$ cat config.mk
export PLATFORM = sky130hd
export DESIGN_NAME = pief_top
export DESIGN_NICKNAME = d
export VERILOG_FILES = /design/src/pkg/pief_pkg.sv /design/src/rtl/pief_top.sv
export SDC_FILE = /design/constraint.sdc
export NUM_CORES = 1
export LEC_CHECK = 0
export BUFFER_PORTS_ARGS = -buffer_cell sky130_fd_sc_hd__buf_2
export CAP_MARGIN = 20
export CORE_ASPECT_RATIO = 1.1
export CORE_MARGIN = 8
export CORE_UTILIZATION = 33
export CTS_CLUSTER_DIAMETER = 120
export DETAILED_ROUTE_END_ITERATION = 10
export SYNTH_ARGS = -nofsm -noshare
export SYNTH_HDL_FRONTEND = slang
export SYNTH_SLANG_ARGS = --single-unit
$ cat constraint.sdc
create_clock -name ref_clk -period 1.7 [get_ports ref_clk]
set_input_delay 0.17 -clock ref_clk [delete_from_list [all_inputs] [get_ports ref_clk]]
set_output_delay 0.17 -clock ref_clk [all_outputs]
set_load 0.005 [all_outputs]
$ cat src/pkg/pief_pkg.sv
// Behaviour
// [RL1] enable five: eight read-write enables, reset zero, comparators, serial ports, uart two
// [RL2] an enable bit at one passes its source request, at zero blocks it
// [RL3] enable four: logic cell one bit 2, waveform bit 1, oscillator bit 0
// [RL4] enable six: zero-cross bit 2, converter threshold bit 1, conversion bit 0
// [RL5] request zero bit 5 sets on timer zero overflow, held until software clears
// [RL6] request zero bit 4 reads the OR of all port change flags
// [RL7] request zero bit 0 sets on an external event of the selected input
// [RL8] flags set on their event regardless of enable or global enable
// [RL9] software should clear stale flags before setting the matching enable
// [RL10] request one resets zero; bits 5 and 4 read-only, others hardware-set read-write
// [RL11] request one bit 7 sets when timer one gate goes inactive
// [RL12] request one bit 6 sets on a timer one event
// [RL13] request one bit 5 sets on oscillator failure
// [RL14] request one bit 4 sets on a clock switch event
// [RL15] request one bit 3 sets on a clock tuning event
// [RL16] request one bit 2 sets on a memory scanner event
// [RL17] request one bit 0 sets on memory operation done, bit 1 on checksum event
// [RL18] enables four to six and one need peripheral master enable; zero needs global only
// [RL19] one core request: OR of each flag AND its enable, qualified by master enables
package pief_pkg;
	localparam int ADDR_W = 12;
	// register indices; byte address is four times the index
	localparam logic [9:0] IDX_FLAGS_ZERO = 10'h08C;
	localparam logic [9:0] IDX_FLAGS_ONE = 10'h08D;
	localparam logic [9:0] IDX_EN_ZERO = 10'h096;
	localparam logic [9:0] IDX_EN_ONE = 10'h097;
	localparam logic [9:0] IDX_EN_FOUR = 10'h09A;
	localparam logic [9:0] IDX_EN_FIVE = 10'h09B;
	localparam logic [9:0] IDX_EN_SIX = 10'h09C;
	localparam logic [9:0] IDX_CONTROL = 10'h0A0;
	localparam logic [9:0] IDX_IRQ_STATUS = 10'h0A1;
	localparam logic [9:0] IDX_IRQ_MASK = 10'h0A2;
	// request zero fields
	localparam int B_TMR0 = 5;
	localparam int B_PCHG = 4;
	localparam int B_EXT = 0;
	localparam logic [7:0] FLAGS_ZERO_MASK = 8'h31;
	// request one fields
	localparam int B_T1GATE = 7;
	localparam int B_T1 = 6;
	localparam int B_OSCF = 5;
	localparam int B_CSW = 4;
	localparam int B_TUNE = 3;
	localparam int B_SCAN = 2;
	localparam int B_CRC = 1;
	localparam int B_NVM = 0;
	localparam logic [7:0] FLAGS_ONE_RO = 8'h30;
	// control fields
	localparam int B_GLOBAL = 7;
	localparam int B_PERIPH = 6;
	localparam int B_EXT_RISE = 0;
	localparam logic [7:0] CONTROL_MASK = 8'hC1;
	localparam logic [7:0] CONTROL_RESET = 8'h01;
	localparam logic [7:0] EN_FOUR_MASK = 8'h07;
	localparam logic [7:0] EN_SIX_MASK = 8'h07;
	localparam logic [7:0] REG_RESET = 8'h00;
	// irq status events
	localparam int E_GRP_ZERO = 0;
	localparam int E_GRP_ONE = 1;
	localparam int E_GRP_HIGH = 2;
	localparam logic [7:0] IRQ_MASK_BITS = 8'h07;
endpackage

$ cat src/rtl/pief_top.sv
`timescale 1ns/1ps
module pief_top
	import pief_pkg::*;
#(
	parameter int PCHG_W = 3
) (
	input wire logic ref_clk,
	input wire logic reset_n,
	input wire logic psel,
	input wire logic penable,
	input wire logic pwrite,
	input wire logic [ADDR_W-1:0] paddr,
	input wire logic [31:0] pwdata,
	input wire logic [3:0] pstrb,
	output logic pready,
	output logic [31:0] prdata,
	output logic pslverr,
	input wire logic timer_zero_overflow,
	input wire logic [PCHG_W-1:0] port_change_flags,
	input wire logic external_pin,
	input wire logic timer_one_gate_off,
	input wire logic timer_one_event,
	input wire logic osc_failure,
	input wire logic clock_switch_done,
	input wire logic clock_tuning_event,
	input wire logic memory_scanner_event,
	input wire logic checksum_event,
	input wire logic nonvolatile_done,
	input wire logic [2:0] src_four,
	input wire logic [7:0] src_five,
	input wire logic [2:0] src_six,
	output logic core_irq_req,
	output logic irq
);
	function automatic logic [7:0] byte_merge(input logic [7:0] old, input logic [7:0] wr,
		input logic [7:0] keep);
		byte_merge = (old & keep) | (wr & ~keep);
	endfunction

	logic pready_q;
	logic [31:0] prdata_q;
	logic pslverr_q;
	logic [7:0] flags_zero_q;
	logic [7:0] flags_one_q;
	logic [7:0] en_zero_q;
	logic [7:0] en_one_q;
	logic [7:0] en_four_q;
	logic [7:0] en_five_q;
	logic [7:0] en_six_q;
	logic [7:0] control_q;
	logic [7:0] irq_status_q;
	logic [7:0] irq_mask_q;
	logic core_irq_q;
	logic irq_q;
	logic [7:0] flags_zero_d;
	logic [7:0] flags_one_d;
	logic [7:0] irq_status_d;
	logic ext_s1_q;
	logic ext_s2_q;
	logic ext_s3_q;
	logic ext_level_q;
	logic [2:0] grp_q;

	// bus decode
	wire logic [9:0] idx = paddr[ADDR_W-1:2];
	wire logic aligned = paddr[1:0] == 2'b00;
	wire logic access_done = psel & penable & pready_q;
	// an unaligned access answers with an error and must not write anything
	wire logic wr_en = access_done & pwrite & pstrb[0] & aligned;
	wire logic hit_f0 = idx == IDX_FLAGS_ZERO;
	wire logic hit_f1 = idx == IDX_FLAGS_ONE;
	wire logic hit_e0 = idx == IDX_EN_ZERO;
	wire logic hit_e1 = idx == IDX_EN_ONE;
	wire logic hit_e4 = idx == IDX_EN_FOUR;
	wire logic hit_e5 = idx == IDX_EN_FIVE;
	wire logic hit_e6 = idx == IDX_EN_SIX;
	wire logic hit_ct = idx == IDX_CONTROL;
	wire logic hit_st = idx == IDX_IRQ_STATUS;
	wire logic hit_mk = idx == IDX_IRQ_MASK;
	wire logic mapped = hit_f0 | hit_f1 | hit_e0 | hit_e1 | hit_e4 | hit_e5 | hit_e6
		| hit_ct | hit_st | hit_mk;
	wire logic [7:0] wbyte = pwdata[7:0];

	// external pin: third stage confirms the second before a change counts
	wire logic ext_stable = ext_s2_q == ext_s3_q;
	wire logic ext_new = ext_stable & (ext_s3_q != ext_level_q);
	wire logic ext_edge = ext_new & (ext_s3_q == control_q[B_EXT_RISE]); // RL7

	wire logic pchg_any = |port_change_flags;

	// hardware-set events, independent of any enable
	wire logic [7:0] set_zero = {2'b00, timer_zero_overflow, 3'b000, 1'b0, ext_edge}; // RL5 RL7 RL8
	wire logic [7:0] set_one = {timer_one_gate_off, timer_one_event, 2'b00, // RL8 RL11 RL12
		clock_tuning_event, memory_scanner_event, checksum_event, nonvolatile_done}; // RL15 RL16 RL17

	// set wins over a software clear in the same cycle
	always_comb begin
		flags_zero_d = flags_zero_q | set_zero;
		if (wr_en && hit_f0) begin
			flags_zero_d = (wbyte | set_zero) & FLAGS_ZERO_MASK;
		end
		flags_zero_d[B_PCHG] = pchg_any; // RL6
		flags_zero_d[7:6] = 2'b00;
		flags_zero_d[3:1] = 3'b000;
	end

	always_comb begin
		flags_one_d = flags_one_q | set_one;
		if (wr_en && hit_f1) begin
			flags_one_d = byte_merge(flags_one_q, wbyte, FLAGS_ONE_RO) | set_one; // RL10
		end
		// read-only bits mirror the clock unit's own status
		flags_one_d[B_OSCF] = osc_failure; // RL13
		flags_one_d[B_CSW] = clock_switch_done; // RL14
	end

	// gating toward the core
	wire logic [7:0] pend_zero = flags_zero_q & en_zero_q; // RL2
	wire logic [7:0] pend_one = flags_one_q & en_one_q; // RL2
	wire logic [7:0] pend_four = {5'b00000, src_four} & en_four_q & EN_FOUR_MASK; // RL2 RL3
	wire logic [7:0] pend_five = src_five & en_five_q; // RL1 RL2
	wire logic [7:0] pend_six = {5'b00000, src_six} & en_six_q & EN_SIX_MASK; // RL2 RL4
	wire logic any_zero = |pend_zero;
	wire logic any_one = |pend_one;
	wire logic any_high = |{pend_four, pend_five, pend_six};
	wire logic periph_ok = control_q[B_PERIPH]; // RL18
	wire logic core_req_d = control_q[B_GLOBAL]
		& (any_zero | (periph_ok & (any_one | any_high))); // RL18 RL19

	wire logic [2:0] grp_now = {any_high, any_one, any_zero};
	wire logic [7:0] grp_rise = {5'b00000, grp_now & ~grp_q};

	always_comb begin
		irq_status_d = irq_status_q;
		if (wr_en && hit_st) begin
			irq_status_d = irq_status_q & ~wbyte;
		end
		irq_status_d = (irq_status_d | grp_rise) & IRQ_MASK_BITS;
	end

	// read mux
	logic [7:0] rd_byte;
	always_comb begin
		rd_byte = 8'h00;
		unique case (1'b1)
			hit_f0: rd_byte = flags_zero_q;
			hit_f1: rd_byte = flags_one_q;
			hit_e0: rd_byte = en_zero_q;
			hit_e1: rd_byte = en_one_q;
			hit_e4: rd_byte = en_four_q;
			hit_e5: rd_byte = en_five_q;
			hit_e6: rd_byte = en_six_q;
			hit_ct: rd_byte = control_q;
			hit_st: rd_byte = irq_status_q;
			hit_mk: rd_byte = irq_mask_q;
			default: rd_byte = 8'h00;
		endcase
	end

	// one wait state: answer registered in the first access cycle
	always_ff @(posedge ref_clk or negedge reset_n) begin
		if (!reset_n) begin
			pready_q <= 1'b0;
			prdata_q <= 32'h0000_0000;
			pslverr_q <= 1'b0;
		end else begin
			pready_q <= psel & penable & ~pready_q;
			if (psel && penable && !pready_q) begin
				prdata_q <= (mapped && aligned) ? {24'h00_0000, rd_byte} : 32'h0000_0000;
				pslverr_q <= ~(mapped & aligned);
			end else begin
				// error stands only beside pready
				pslverr_q <= 1'b0;
			end
		end
	end

	wire logic wr_ok = wr_en & aligned;

	always_ff @(posedge ref_clk or negedge reset_n) begin
		if (!reset_n) begin
			flags_zero_q <= REG_RESET;
			flags_one_q <= REG_RESET; // RL10
		end else begin
			flags_zero_q <= flags_zero_d;
			flags_one_q <= flags_one_d;
		end
	end

	always_ff @(posedge ref_clk or negedge reset_n) begin
		if (!reset_n) begin
			en_zero_q <= REG_RESET;
			en_one_q <= REG_RESET;
			en_four_q <= REG_RESET;
			en_five_q <= REG_RESET; // RL1
			en_six_q <= REG_RESET;
			control_q <= CONTROL_RESET;
			irq_mask_q <= REG_RESET;
		end else if (wr_ok) begin
			if (hit_e0) en_zero_q <= wbyte & FLAGS_ZERO_MASK;
			if (hit_e1) en_one_q <= wbyte;
			if (hit_e4) en_four_q <= wbyte & EN_FOUR_MASK; // RL3
			if (hit_e5) en_five_q <= wbyte; // RL1
			if (hit_e6) en_six_q <= wbyte & EN_SIX_MASK; // RL4
			if (hit_ct) control_q <= wbyte & CONTROL_MASK;
			if (hit_mk) irq_mask_q <= wbyte & IRQ_MASK_BITS;
		end
	end

	always_ff @(posedge ref_clk or negedge reset_n) begin
		if (!reset_n) begin
			irq_status_q <= REG_RESET;
			grp_q <= 3'b000;
			core_irq_q <= 1'b0;
			irq_q <= 1'b0;
		end else begin
			irq_status_q <= irq_status_d;
			grp_q <= grp_now;
			core_irq_q <= core_req_d; // RL19
			irq_q <= |(irq_status_d & irq_mask_q);
		end
	end

	// ext_level_q starts low, so a pin held high through reset is seen as a rising edge
	always_ff @(posedge ref_clk or negedge reset_n) begin
		if (!reset_n) begin
			ext_s1_q <= 1'b0;
			ext_s2_q <= 1'b0;
			ext_s3_q <= 1'b0;
			ext_level_q <= 1'b0;
		end else begin
			ext_s1_q <= external_pin;
			ext_s2_q <= ext_s1_q;
			ext_s3_q <= ext_s2_q;
			if (ext_stable) ext_level_q <= ext_s3_q;
		end
	end

	assign pready = pready_q;
	assign prdata = prdata_q;
	assign pslverr = pslverr_q;
	assign core_irq_req = core_irq_q;
	assign irq = irq_q;
endmodule

==> reports/results.txt <==
Hold Path Class: input port to flop
Final Hold Viols: 0
CP bufs+invs: 2
I/O Pins: 116
Vias in the first global route: 3016
Total GRT Usage: 15.2%
Clock root cell: clkbuf_8
Min Tclk post-route: 1660 ps
Fillers: 949
Multi-input gate area: 0.00158 mm²
Crit Path Max Fanout: 6
Max Fclk: 0.602 GHz
Clk_lat worst skew: 350 ps
Area delta synth->final: 32.7%
Dominant cell type by area after synthesis: dfrtp_1
Residual DRC: 0
Fin crit share: 97.8%
Final Slew Violations: 0
Clock slew at reported path FFs: 70 ps
Biggest cell delay along the critical path: 580 ps
Synth Area per Inst: 11.1 µm²
Sinks on Clock Net: 64
Worst slew margin relative to its limit: 63.2%
Top cells by area, synth: dfrtp_1 48%, mux2_2 10%, buf_4 5.5%
Initial antenna violation count: 0
Final wirelength: 9.90 mm
Synth Warn #: 0
Inst Count DP: 516
Die area: 0.0134 mm²
Die Y: 121 µm
Non-filler cells, final: 542
Antenna cells: 0
Yosys cell types: 56
Req. time, crit path: 1930 ps
Final #Nets: 497
Setup crit end kind: flop
Share of the synthesized area in the top cell type: 48.1%
DP HPWL: 7.90 mm
PD cells: 716 mW/mm²
1st-iter DRT viols: 130
IO buf count: 64
Clock tree buffer depth: 2
DR pass1 iterations: 4
Worst-path cell chain: buf_2 -> or4b_4 -> or2_4 -> nor4_4 -> buf_4 -> mux2_4
Mapped cell area: 0.00328 mm²
Core area: 0.00979 mm²
Row count: 38
Post-synthesis sequential area ratio: 48.9%
Seq. cell area: 0.00160 mm²
Initial Utilization: 33.5%
Die width: 111 µm
GR Overflow Total: 0
Worst EP arrival: 1890 ps
Post-DRT Antenna Nets: 0
Async SR Flop Fraction: 100%
H-tree depth: 3
DR vias: 2782
Setup TNS: 0 ps
Critical Path Start Type: input port
# setup viols final: 0
Max cap viols: 0
CTS tree: done
Inserted Clock Buffers: 9
CP top delay family: simple AND/OR/NAND/NOR gates
Status: complete, no violations
Register bit total from synthesis: 64
Critical Path Slowest Stage Cell: or4b_4
Mean routed wirelength per cell: 18.3 µm
RSZ-0062 raised after global routing: yes
Worst slew pin tran: 549 ps
Via density per instance: 5.13
Share of layout cells above drive strength 1: 42.7%
Post-synth EDFFs: 0
Synth Instances: 296
Top FF cell, synth: dfrtp_1
Worst VDD drop: 0.409 mV
Clk_skew: 10.9 ps
Largest net degree at the start of global routing: 42
Leakage power: 2.05 nW
First-pass GRT wire length: 16.1 mm
Gpl congestion: 0.878
Critical path type: input port to flop
==> final timing paths <==
check / start / endpoint / slack, ps / cells past startpoint
max: paddr[10] / control_q[7] / 40 / 6
min: timer_zero_overflow / flags_zero_q[5] / 10 / 2
max reg2reg: en_five_q[5] / irq / 60 / 5
min reg2reg: ext_s1_q / ext_s2_q / 360 / 0
max in group asynchronous: reset_n / control_q[0] / 890 / 3
min in group asynchronous: reset_n / ext_s3_q / 340 / 3
==> synth_stat cells (4+ instances only) <==
cell / number
buf_4: 24
clkbuf_1: 4
a221oi_1: 6
dfrtp_1: 63
o22ai_1: 4
nand3b_1: 6
o21ai_0: 12
a22oi_1: 17
nand4_1: 6
inv_1: 11
nand3_1: 12
mux2_2: 29
mux2i_1: 5
nor2_1: 9
nand2_1: 23
==> cells in the final DEF, fill, tap and decap left out, types with 3 or more instances in the layout <==
cell,n
buf_2,64
dfrtp_1,63
buf_4,46
conb_1,24
nand2_1,23
mux2_2,21
a22oi_1,16
nand3_1,11
inv_1,11
o21ai_0,11
clkbuf_8,10
nor2_1,8
mux2_4,8
nand3b_1,6
nand4_1,6
a221oi_1,5
mux2i_1,5
dlygate4sd3_1,5
o22ai_1,4
a22o_1,3
and3_1,3
o2bb2ai_1,3
buf_12,3
==> where the power goes <==
group,switching (mW),internal (mW),leakage (nW)
clock,0.606,0.714,0.0993
sequential,0.00849,1.53,0.818
combinational,0.142,0.110,1.13
==> area by class of cell <==
class / instances / area share [%]
clock inverter: 5 / 1.29
timing repair buffer: 118 / 17.8
tap: 120 / 3.45
sequential: 64 / 36.8
multi-input combinational: 213 / 36.4
inverter: 11 / 0.949
clock buffer: 11 / 3.25
==> what timing repair did <==
action	in CTS	in global routing
pin swaps	2	4
setup buffers	1	4
hold buffers	5	0
endpoints found under the hold margin	67	0
endpoints found under the setup margin	4	12
resized for setup	2	4
==> routing by layer <==
metal	share of wire [%]	track usage (%)	vias to the layer above	routed length, µm
met5	0	0	-	0
met4	1.7	6.84	0	164
met3	7.6	4.26	12	754
met2	49	25.2	96	4830
met1	42	18.1	1372	4140
li1	-	-	1302	-
==> registers in the layout, indices dropped and copies added, names as in the netlist, 8 cells and up <==
signal / count
prdata: 8
flags_one_q: 8
en_one_q: 8
en_five_q: 8
==> logic make-up (layout without fill, tap and decap cells) <==
| group | Yosys count | after routing | synth area share (%) |
|---|---|---|---|
| compound gates | 60 | 60 | 13.4 |
| buf+inv | 42 | 145 | 7.63 |
| flops | 64 | 64 | 48.9 |
| mux | 34 | 34 | 11.5 |
| other cells | 1 | 24 | 0.114 |
| simple gates | 94 | 94 | 18.2 |
| fa+ha+maj | 1 | 1 | 0.305 |
==> metrics by stage <==
stage                     hold slack, ps  utilization, %  cell area [µm²]  power, mW  worst slack, ps
final                               12.1            44.4             4350       3.12             37.7
after CTS                          0.729            43.9             4300       3.15            0.206
after floorplan                     -126               -             3430       1.69            -54.8
after global routing                8.87            44.4             4350       3.23            -23.6
after global placement               179            41.3             4040       1.81             -291
after detailed placement             185            41.3             4040       1.81             -277
Note: power is estimated with default switching activity, not from simulation.
